### src/hw/aaop_pkg.sv
// Purpose: Constants for the add and logical AND execution block.
// Assumes: 8-bit operands, flags C Z S V D H held in one byte.
// Notes:
// How it works
// - Addition writes the two's complement 8-bit sum of source and destination.
// - Neither operation writes the source location; only the destination changes.
// - Addition sets carry on carry out of bit 7, else clears it.
// - Addition and AND set zero when the 8-bit result is zero.
// - Addition sets sign when result bit 7 is one.
// - Addition sets overflow when same-sign operands give an opposite-sign result.
// - Addition always clears the decimal-adjust flag.
// - Addition sets half-carry on carry out of the low nibble.
// - AND stores one only where both operand bits are one.
// - AND copies result bit 7 into the sign flag.
// - AND always clears the overflow flag.
package aaop_pkg;
    localparam logic [7:0] OPC_ADD_RR  = 8'h02;
    localparam logic [7:0] OPC_ADD_RIR = 8'h03;
    localparam logic [7:0] OPC_ADD_GG  = 8'h04;
    localparam logic [7:0] OPC_ADD_GIG = 8'h05;
    localparam logic [7:0] OPC_ADD_IMM = 8'h06;
    localparam logic [7:0] OPC_AND_RR  = 8'h52;
    localparam logic [7:0] OPC_AND_RIR = 8'h53;
    localparam logic [7:0] OPC_AND_GG  = 8'h54;
    localparam logic [7:0] OPC_AND_GIG = 8'h55;
    localparam logic [7:0] OPC_AND_IMM = 8'h56;
    // Flag bit positions in the flag byte
    localparam int FLG_C = 7;
    localparam int FLG_Z = 6;
    localparam int FLG_S = 5;
    localparam int FLG_V = 4;
    localparam int FLG_D = 3;
    localparam int FLG_H = 2;
    localparam logic [7:0] FLAGS_RST = 8'h00;
    localparam logic [7:0] DATA_RST  = 8'h00;
    // Instruction lengths and cycle counts
    localparam logic [1:0] LEN_SHORT = 2'h2;
    localparam logic [1:0] LEN_LONG  = 2'h3;
    localparam logic [3:0] CYC_SHORT = 4'h4;
    localparam logic [3:0] CYC_LONG  = 4'h6;
    typedef enum logic [1:0] {AAOP_ADD, AAOP_AND, AAOP_NONE} aaop_op_e;
endpackage

### src/hw/aaop_alu.sv
// Purpose: Executes add and logical AND, producing result, flags, length and cycle count.
// Assumes: Operands are fetched by the core; byte2/byte3 are the instruction bytes.
// Notes: Result takes one mclk after issue; illegal opcodes leave state untouched.
`timescale 1ns/10ps
`default_nettype none
module aaop_alu
    import aaop_pkg::*;
(
    // Clock and reset
    input  wire logic       mclk,
    input  wire logic       srst,
    // Issue
    input  wire logic       issue,
    input  wire logic [7:0] opcode,
    input  wire logic [7:0] byte2,
    input  wire logic [7:0] byte3,
    input  wire logic [7:0] dst_val,
    input  wire logic [7:0] src_val,
    input  wire logic [7:0] flags_in,
    // Decode outputs
    output logic            immediate_operand_mode,
    output logic [7:0]      src_addr,
    output logic [7:0]      dst_addr,
    // Results
    output logic            done,
    output logic            dst_we,
    output logic            src_we,
    output logic [7:0]      result,
    output logic [7:0]      flags_out,
    output logic [1:0]      inst_len,
    output logic [3:0]      inst_cycles,
    output logic            illegal
);
    aaop_op_e   op;
    logic       long_form;
    logic [8:0] sum;
    logic [4:0] nib;
    logic [7:0] next_res;
    logic [7:0] next_flags;

    // Opcode decode
    always_comb
    begin
        op        = AAOP_NONE;
        long_form = 1'b0;
        case (opcode)
            OPC_ADD_RR, OPC_ADD_RIR:               op = AAOP_ADD;
            OPC_ADD_GG, OPC_ADD_GIG, OPC_ADD_IMM:
            begin
                op        = AAOP_ADD;
                long_form = 1'b1;
            end
            OPC_AND_RR, OPC_AND_RIR:               op = AAOP_AND;
            OPC_AND_GG, OPC_AND_GIG, OPC_AND_IMM:
            begin
                op        = AAOP_AND;
                long_form = 1'b1;
            end
            default:                               op = AAOP_NONE;
        endcase
    end

    // Operand addresses; working-register forms pack dst in high nibble, src low
    always_comb
    begin
        immediate_operand_mode = (opcode == OPC_ADD_IMM) || (opcode == OPC_AND_IMM);
        if (!long_form)
        begin
            dst_addr = {4'h0, byte2[7:4]};
            src_addr = {4'h0, byte2[3:0]};
        end
        else if (immediate_operand_mode)
        begin
            dst_addr = byte2;
            src_addr = DATA_RST;
        end
        else
        begin
            src_addr = byte2;
            dst_addr = byte3;
        end
    end

    // Arithmetic and flag computation
    always_comb
    begin
        sum        = {1'b0, dst_val} + {1'b0, src_val};
        nib        = {1'b0, dst_val[3:0]} + {1'b0, src_val[3:0]};
        next_res   = dst_val;
        next_flags = flags_in;
        if (op == AAOP_ADD)
        begin
            next_res          = sum[7:0];
            next_flags[FLG_C] = sum[8];
            next_flags[FLG_S] = sum[7];
            next_flags[FLG_V] = (dst_val[7] == src_val[7]) && (sum[7] != dst_val[7]);
            next_flags[FLG_D] = 1'b0;
            next_flags[FLG_H] = nib[4];
        end
        else if (op == AAOP_AND)
        begin
            next_res          = dst_val & src_val;
            next_flags[FLG_S] = next_res[7];
            next_flags[FLG_V] = 1'b0;
        end
        next_flags[FLG_Z] = (op == AAOP_NONE) ? flags_in[FLG_Z] : (next_res == 8'h00);
    end

    // Registered results; C, D, H pass through for AND
    always_ff @(posedge mclk)
    begin
        if (srst)
        begin
            done        <= 1'b0;
            dst_we      <= 1'b0;
            result      <= DATA_RST;
            flags_out   <= FLAGS_RST;
            inst_len    <= 2'h0;
            inst_cycles <= 4'h0;
            illegal     <= 1'b0;
        end
        else
        begin
            done    <= issue;
            dst_we  <= issue && (op != AAOP_NONE);
            illegal <= issue && (op == AAOP_NONE);
            if (issue && op != AAOP_NONE)
            begin
                result      <= next_res;
                flags_out   <= next_flags;
                inst_len    <= long_form ? LEN_LONG : LEN_SHORT;
                inst_cycles <= (long_form || opcode[0]) ? CYC_LONG : CYC_SHORT;
            end
        end
    end

    // The source location is never written back
    assign src_we = 1'b0;
endmodule
`default_nettype wire

### config.mk
export PLATFORM = sky130hd
export DESIGN_NAME = aaop_alu
export DESIGN_NICKNAME = d
export VERILOG_FILES = /design/src/hw/aaop_pkg.sv /design/src/hw/aaop_alu.sv
export SDC_FILE = /design/constraint.sdc
export NUM_CORES = 1
export LEC_CHECK = 0
export BUFFER_PORTS_ARGS = -buffer_cell sky130_fd_sc_hd__buf_2
export CELL_PAD_IN_SITES_DETAIL_PLACEMENT = 0
export CELL_PAD_IN_SITES_GLOBAL_PLACEMENT = 1
export CORE_UTILIZATION = 27
export DETAILED_ROUTE_END_ITERATION = 16
export PLACE_DENSITY_LB_ADDON = 0.15
export SLEW_MARGIN = 20
export SYNTH_ARGS = -nofsm -noshare
export SYNTH_HDL_FRONTEND = slang
export SYNTH_SLANG_ARGS = --single-unit
### constraint.sdc
create_clock -name mclk -period 2.25 [get_ports mclk]
set_clock_uncertainty 0.05 [all_clocks]
set_input_delay 0.45 -clock mclk [delete_from_list [all_inputs] [get_ports mclk]]
set_output_delay 0.45 -clock mclk [all_outputs]
set_load 0.02 [all_outputs]
==> flow_summary.toml, run 1 <==
[clocking]
path_clk_slew_ns = 0.08
cts_setup_buffers = 0
clock_sinks = 22
htree_levels = 1
clk_latency_ns = 0.26
hold_buffers = 0
cts_root_buffer = "clkbuf_8"
cts_buffers = 3
cts_tree = "done"
clk_path_buf_depth = 2

[global_route]
antenna_found_initial = 0
track_usage = 0.155
grt_pass1_vias = 1666
grt-ovfl-total = 0
grt_max_degree = 17
grt_pass1_wl_um = 7810

[route]
drt_iter0_drc = 90
vias = 1976
routed_via_density = 4.81
finalWirelength_um = 5160
drc = 0
drtAntennaViolNets = 0
drt_pass1_iterations = 4
wl_per_cell_um = 12.6

[floorplanning]
die_x_um = 80.8
die_h_um = 80.8
coreArea_um2 = 5960
start_util = 0.282
die_area_um2 = 6530
row_count = 28
io_pins = 94

[timing]
tns_ns = 0
slew_headroom = 0.667
setup_viol = 0
slew_viol_final = 0
min_period_over_period = 0.942
max_clock_freq_ghz = 0.472
min_period_ns = 2.12
hold_violations = 0
worst_pin_slew_ns = 0.498
rsz0062_at_grt = "false"

[worst_setup_path]
worstSetupStartpointType = "input port"
cp_top_family = "compound AO/OA/AOI/OAI gates"
cp.required_ns = 2.37
path_class = "in -> reg"
end_kind = "flop"
reg2regPathDepth = 2
crit_arrival_ns = 2.23
critPathMaxFanout = 4
crit_slowest_cell = "fa_1"
crit_chain = "buf_2 > ha_1 > fa_1 > nand3_2 > a21oi_1 > o21a_1 > o31ai_2 > buf_4 > a2111oi_2 > a21o_1"
crit_buf_inv = 2
cp.depth = 10
max_stage_delay_ns = 0.43

[min_path]
hp-class = "in -> reg"
hold_depth = 3

[power_and_ir_drop]
vdd_drop_max_mv = 0.285
p_leak_nw = 1.26
cellPowerDensity_nw_per_um2 = 428
power.total_mw = 1.09

[synthesis]
ys.flop_type = "dfxtp_1"
async_flop_share = 0
synth.ff_latch_count = 22
avgSynthCellArea_um2 = 7.62
synth-seq-area-share = 0.263
syn-cell-area_um2 = 1680
yosysWarningCount = 0
synth_cell_types = 55
synth_edf_count = 0
syn_inst = 220

[cells_and_area]
fillers = 643
area_growth_pct = 51.1
seq_area_um2 = 440
nets = 397
mostFrequentLayoutCells = "buf_2 (85), buf_4 (37), nand2_1 (22), dfxtp_1 (22), nor2_1 (18)"
diodes = 0
multi_input_area_um2 = 1180
drive_gt1_frac = 0.443
final_common_cell = "buf_2"

[placed_design]
place_congestion = 0.820
hpwl_um = 4420
portBuffers = 87

[outcome]
status = "completed"

[flow_run]
max_cap_violations = 0
worst register-to-register path: stages (launching register included):
cell,delay (ns)
dfxtp_1,0.32
and3_1,0.15
a21o_1,0.15
area by class of cell:
| cell class | instances | area share |
|---|---|---|
| multi-input cells | 180 | 0.466 |
| clock inverters | 1 | 0.0119 |
| clock buffers | 3 | 0.0163 |
| repair buffers | 125 | 0.288 |
| well taps | 75 | 0.0370 |
| inverters | 5 | 0.00741 |
| flip-flops and latches | 22 | 0.174 |
stage by stage:
| step | std cells | hold WS, ns | utilization | cell area (um^2) | worst slack (ns) |
|---|---|---|---|---|---|
| after global placement | 407 | 0.390 | 0.406 | 2420 | -0.223 |
| after detailed placement | 407 | 0.390 | 0.406 | 2420 | -0.218 |
| after floorplan | 222 | 0.479 | - | 1700 | -0.0503 |
| after CTS | 411 | 0.363 | 0.419 | 2490 | 0.0167 |
| after global routing | 411 | 0.378 | 0.425 | 2530 | 0.00127 |
| final | 411 | 0.368 | 0.425 | 2530 | 0.131 |
flip-flops by register name, indices dropped and copies added (netlist names):
register     cells
illegal          1
inst_cycles      2
done             1
result           8
flags_out        8
dst_we           1
inst_len         1
synth_stat cells, drive strengths merged, types with 2 or more instances:
master,number,area (um^2)
o21a,5,37.5
inv,5,18.8
xor2,2,17.5
o31a,2,17.5
nor4,5,31.3
ha,8,100
a211oi,3,22.5
nor2b,7,43.8
and2,5,31.3
o21bai,2,15.0
clkbuf,4,15.0
a21o,6,45.0
nor3,8,40.0
and3,9,57.6
dfxtp,22,440
buf,11,76.3
o22ai,7,43.8
o21ai,11,55.1
mux2i,2,20.0
nand3,7,40.0
a22oi,2,15.0
a21oi,15,75.1
nor2,24,92.6
nand2,22,82.6
a31oi,2,12.5
where the power goes:
| group | switching (mW) | total, mW | internal [mW] |
|---|---|---|---|
| clock network | 0.127 | 0.364 | 0.238 |
| registers | 0.00205 | 0.396 | 0.394 |
| logic | 0.171 | 0.325 | 0.154 |
cell families after synthesis:
family,count (synthesis),synth area share
AND/OR/NAND/NOR,97,0.297
AO/OA/AOI/OAI,66,0.273
flip-flops,22,0.263
buffers and inverters,20,0.0657
adder cells (fa/ha/maj),9,0.0716
XOR/XNOR,3,0.0157
multiplexers,2,0.0119
other,1,0.00224
worst paths after layout:
| kind | startpoint | end | slack, ns |
|---|---|---|---|
| max | dst_val[0] | flags_out[6]$_SDFFE_PP0P_ | 0.13 |
| min | flags_in[1] | flags_out[1]$_SDFFE_PP0P_ | 0.37 |
| max reg2reg | flags_out[6]$_SDFFE_PP0P_ | flags_out[6]$_SDFFE_PP0P_ | 1.48 |
| min reg2reg | flags_out[2]$_SDFFE_PP0P_ | flags_out[2]$_SDFFE_PP0P_ | 0.40 |
repair_timing:
| action | 4_1_cts | 5_1_grt |
|---|---|---|
| endpoints found under the setup margin | 5 | 18 |
| pin swaps | 0 | 2 |
| gates resized for setup | 1 | 12 |
metal layers:
metal / routed length, um / GRT usage / up-vias
met5: 0 / 0 / -
met4: 36 / 0.0268 / 0
met3: 363 / 0.0303 / 4
met2: 2500 / 0.275 / 67
met1: 2270 / 0.195 / 877
li1: - / - / 1028
No activity file was read; power rests on OpenSTA's default activity.
==> inputs of run 2 (changes only) <==
--- a/config.mk
+++ b/config.mk
@@ -6,7 +6,7 @@
 export NUM_CORES = 1
 export LEC_CHECK = 0
 export BUFFER_PORTS_ARGS = -buffer_cell sky130_fd_sc_hd__buf_2
-export CELL_PAD_IN_SITES_DETAIL_PLACEMENT = 0
+export CELL_PAD_IN_SITES_DETAIL_PLACEMENT = 1
 export CELL_PAD_IN_SITES_GLOBAL_PLACEMENT = 1
 export CORE_UTILIZATION = 27
 export DETAILED_ROUTE_END_ITERATION = 16
==> flow_summary.toml, run 2 (synthesis results as in run 1) <==
[floorplanning]
die_x_um = 80.8
row_count = 28
io_pins = 94
start_util = 0.282
die_h_um = 80.8
die_area_um2 = 6530
coreArea_um2 = 5960

[worst_setup_path]
crit_chain = "buf_2 > and2_4 > o21a_1 > nand4b_1 > buf_6 > o21ai_0 > buf_2"
reg2reg_from = "flags_out[6]$_SDFFE_PP0P_"
critPathMaxFanout = 14
cpMostUsedCell = "buf_2"
reg2reg_slack_ns = 1.51
timing.rr.end = "flags_out[6]$_SDFFE_PP0P_"
reg2regPathDepth = 2
cp.required_ns = 1.75
crit_slowest_cell = "and2_4"
worstSetupStartpointType = "input port"
end_kind = "output pin"
crit_start = "opcode[4]"
path_class = "in -> out"
max_stage_delay_ns = 0.19
crit_arrival_ns = 1.64

[route]
finalWirelength_um = 5560
routed_via_density = 4.93
vias = 2027
drtAntennaViolNets = 0
drt_pass1_iterations = 4
wl_per_cell_um = 13.5
drt_iter0_drc = 39
drc = 0

[min_path]
hold_depth = 3
min_from = "flags_in[0]"
worstHoldEndpoint = "flags_out[0]$_SDFFE_PP0P_"
hp-class = "in -> reg"

[timing]
slew_viol_final = 0
worst_pin_slew_ns = 0.510
min_period_over_period = 0.950
slew_headroom = 0.659
setup_viol = 0
hold_violations = 0
max_clock_freq_ghz = 0.468
hold_ws_ns = 0.379
min_period_ns = 2.14

[clocking]
clk_latency_ns = 0.26
hold_buffers = 0
cts_buffers = 3
cts_setup_buffers = 0
htree_levels = 1
clock_sinks = 22
path_clk_slew_ns = 0.08
clk_path_buf_depth = 2
cts_tree = "done"
cts_root_buffer = "clkbuf_8"

[power_and_ir_drop]
cellPowerDensity_nw_per_um2 = 429
vdd_drop_max_mv = 0.262
clkPwrFrac = 0.333
p_seq_frac = 0.364
intPower_mw = 0.786
p_leak_nw = 1.26
netSwitchingFraction = 0.278
p_comb_frac = 0.302
switchingPower_mw = 0.302
power.total_mw = 1.09

[cells_and_area]
final_common_cell = "buf_2"
diodes = 0
area_growth_pct = 51.3
instances_no_fill = 411
mostFrequentLayoutCells = "buf_2 (86), buf_4 (37), nand2_1 (22), dfxtp_1 (22), nor2_1 (18)"
drive_gt1_frac = 0.446
reg_top3 = "flags_out x8, result x8, inst_cycles x2"
nets = 397

[placed_design]
place_congestion = 0.820
dp_cells = 407
hpwl_um = 4820
portBuffers = 87

[global_route]
grt_pass1_vias = 1874
track_usage = 0.166
grt_max_degree = 17
grt_pass1_wl_um = 8510
antenna_found_initial = 0
grt-ovfl-total = 0

[outcome]
status = "completed"

[flow_run]
max_cap_violations = 0
run 2: changes by cell type in the layout (fill, tap and decap cells not counted):
cell      previous run  this run
nor3_1               7         6
nor3_2               1         2
clkbuf_4             2         1
buf_2               85        86
run 2: worst max path at each step:
| stage | end | slack, ns |
|---|---|---|
| after floorplan | dst_addr[3] | -0.05 |
| after global placement | flags_out[6]$_SDFFE_PP0P_ | -0.22 |
| after detailed placement | flags_out[6]$_SDFFE_PP0P_ | -0.23 |
| after CTS | dst_addr[0] | 0.02 |
| after global routing | flags_out[4]$_SDFFE_PP0P_ | -0.0002 |
| final | dst_addr[0] | 0.11 |
run 2: through the flow:
stage | setup slack [ns] | utilization | area (um^2) | setup TNS [ns]
final | 0.112 | 0.426 | 2540 | 0
after global routing | -0.000238 | 0.426 | 2540 | -0.000238
after CTS | 0.0243 | 0.419 | 2500 | 0
after detailed placement | -0.231 | 0.406 | 2420 | -0.898
after global placement | -0.223 | 0.406 | 2420 | -0.887
after floorplan | -0.0503 | - | 1700 | -0.0626
run 2: timing repair:
action,in CTS,in global routing
cloned,0,0
pin swaps,0,0
resized for setup,2,12
setup endpoints to repair,5,17
run 2: final cells by class:
class	count	area, um^2
Timing Repair Buffer	125	727
Fill cell	790	3420
Tap cell	75	93.8
Clock buffer	3	41.3
Clock inverter	1	30.0
Multi-Input combinational cell	180	1180
Inverter	5	18.8
Sequential cell	22	440
run 2: critical path: cells and delay by family:
kind	cells	cell delay [ns]
AO/OA/AOI/OAI	2	0.30
AND/OR/NAND/NOR	2	0.35
buffers and inverters	3	0.54
run 2: per-layer routing:
layer  global-route usage  up-vias  share of wire
met5                    0        -              0
met4               0.0232        0         0.0034
met3               0.0303        2          0.056
met2                0.307       55           0.50
met1                0.202      947           0.44
li1                     -     1023              -
run 2: power groups by stage:
stage / clock network, mW / logic [mW] / registers (mW)
after floorplan: 0 / 0.168 / 0.413
after global placement: 0 / 0.316 / 0.406
after detailed placement: 0 / 0.320 / 0.406
after CTS: 0.375 / 0.322 / 0.397
after global routing: 0.387 / 0.363 / 0.397
final: 0.363 / 0.329 / 0.396
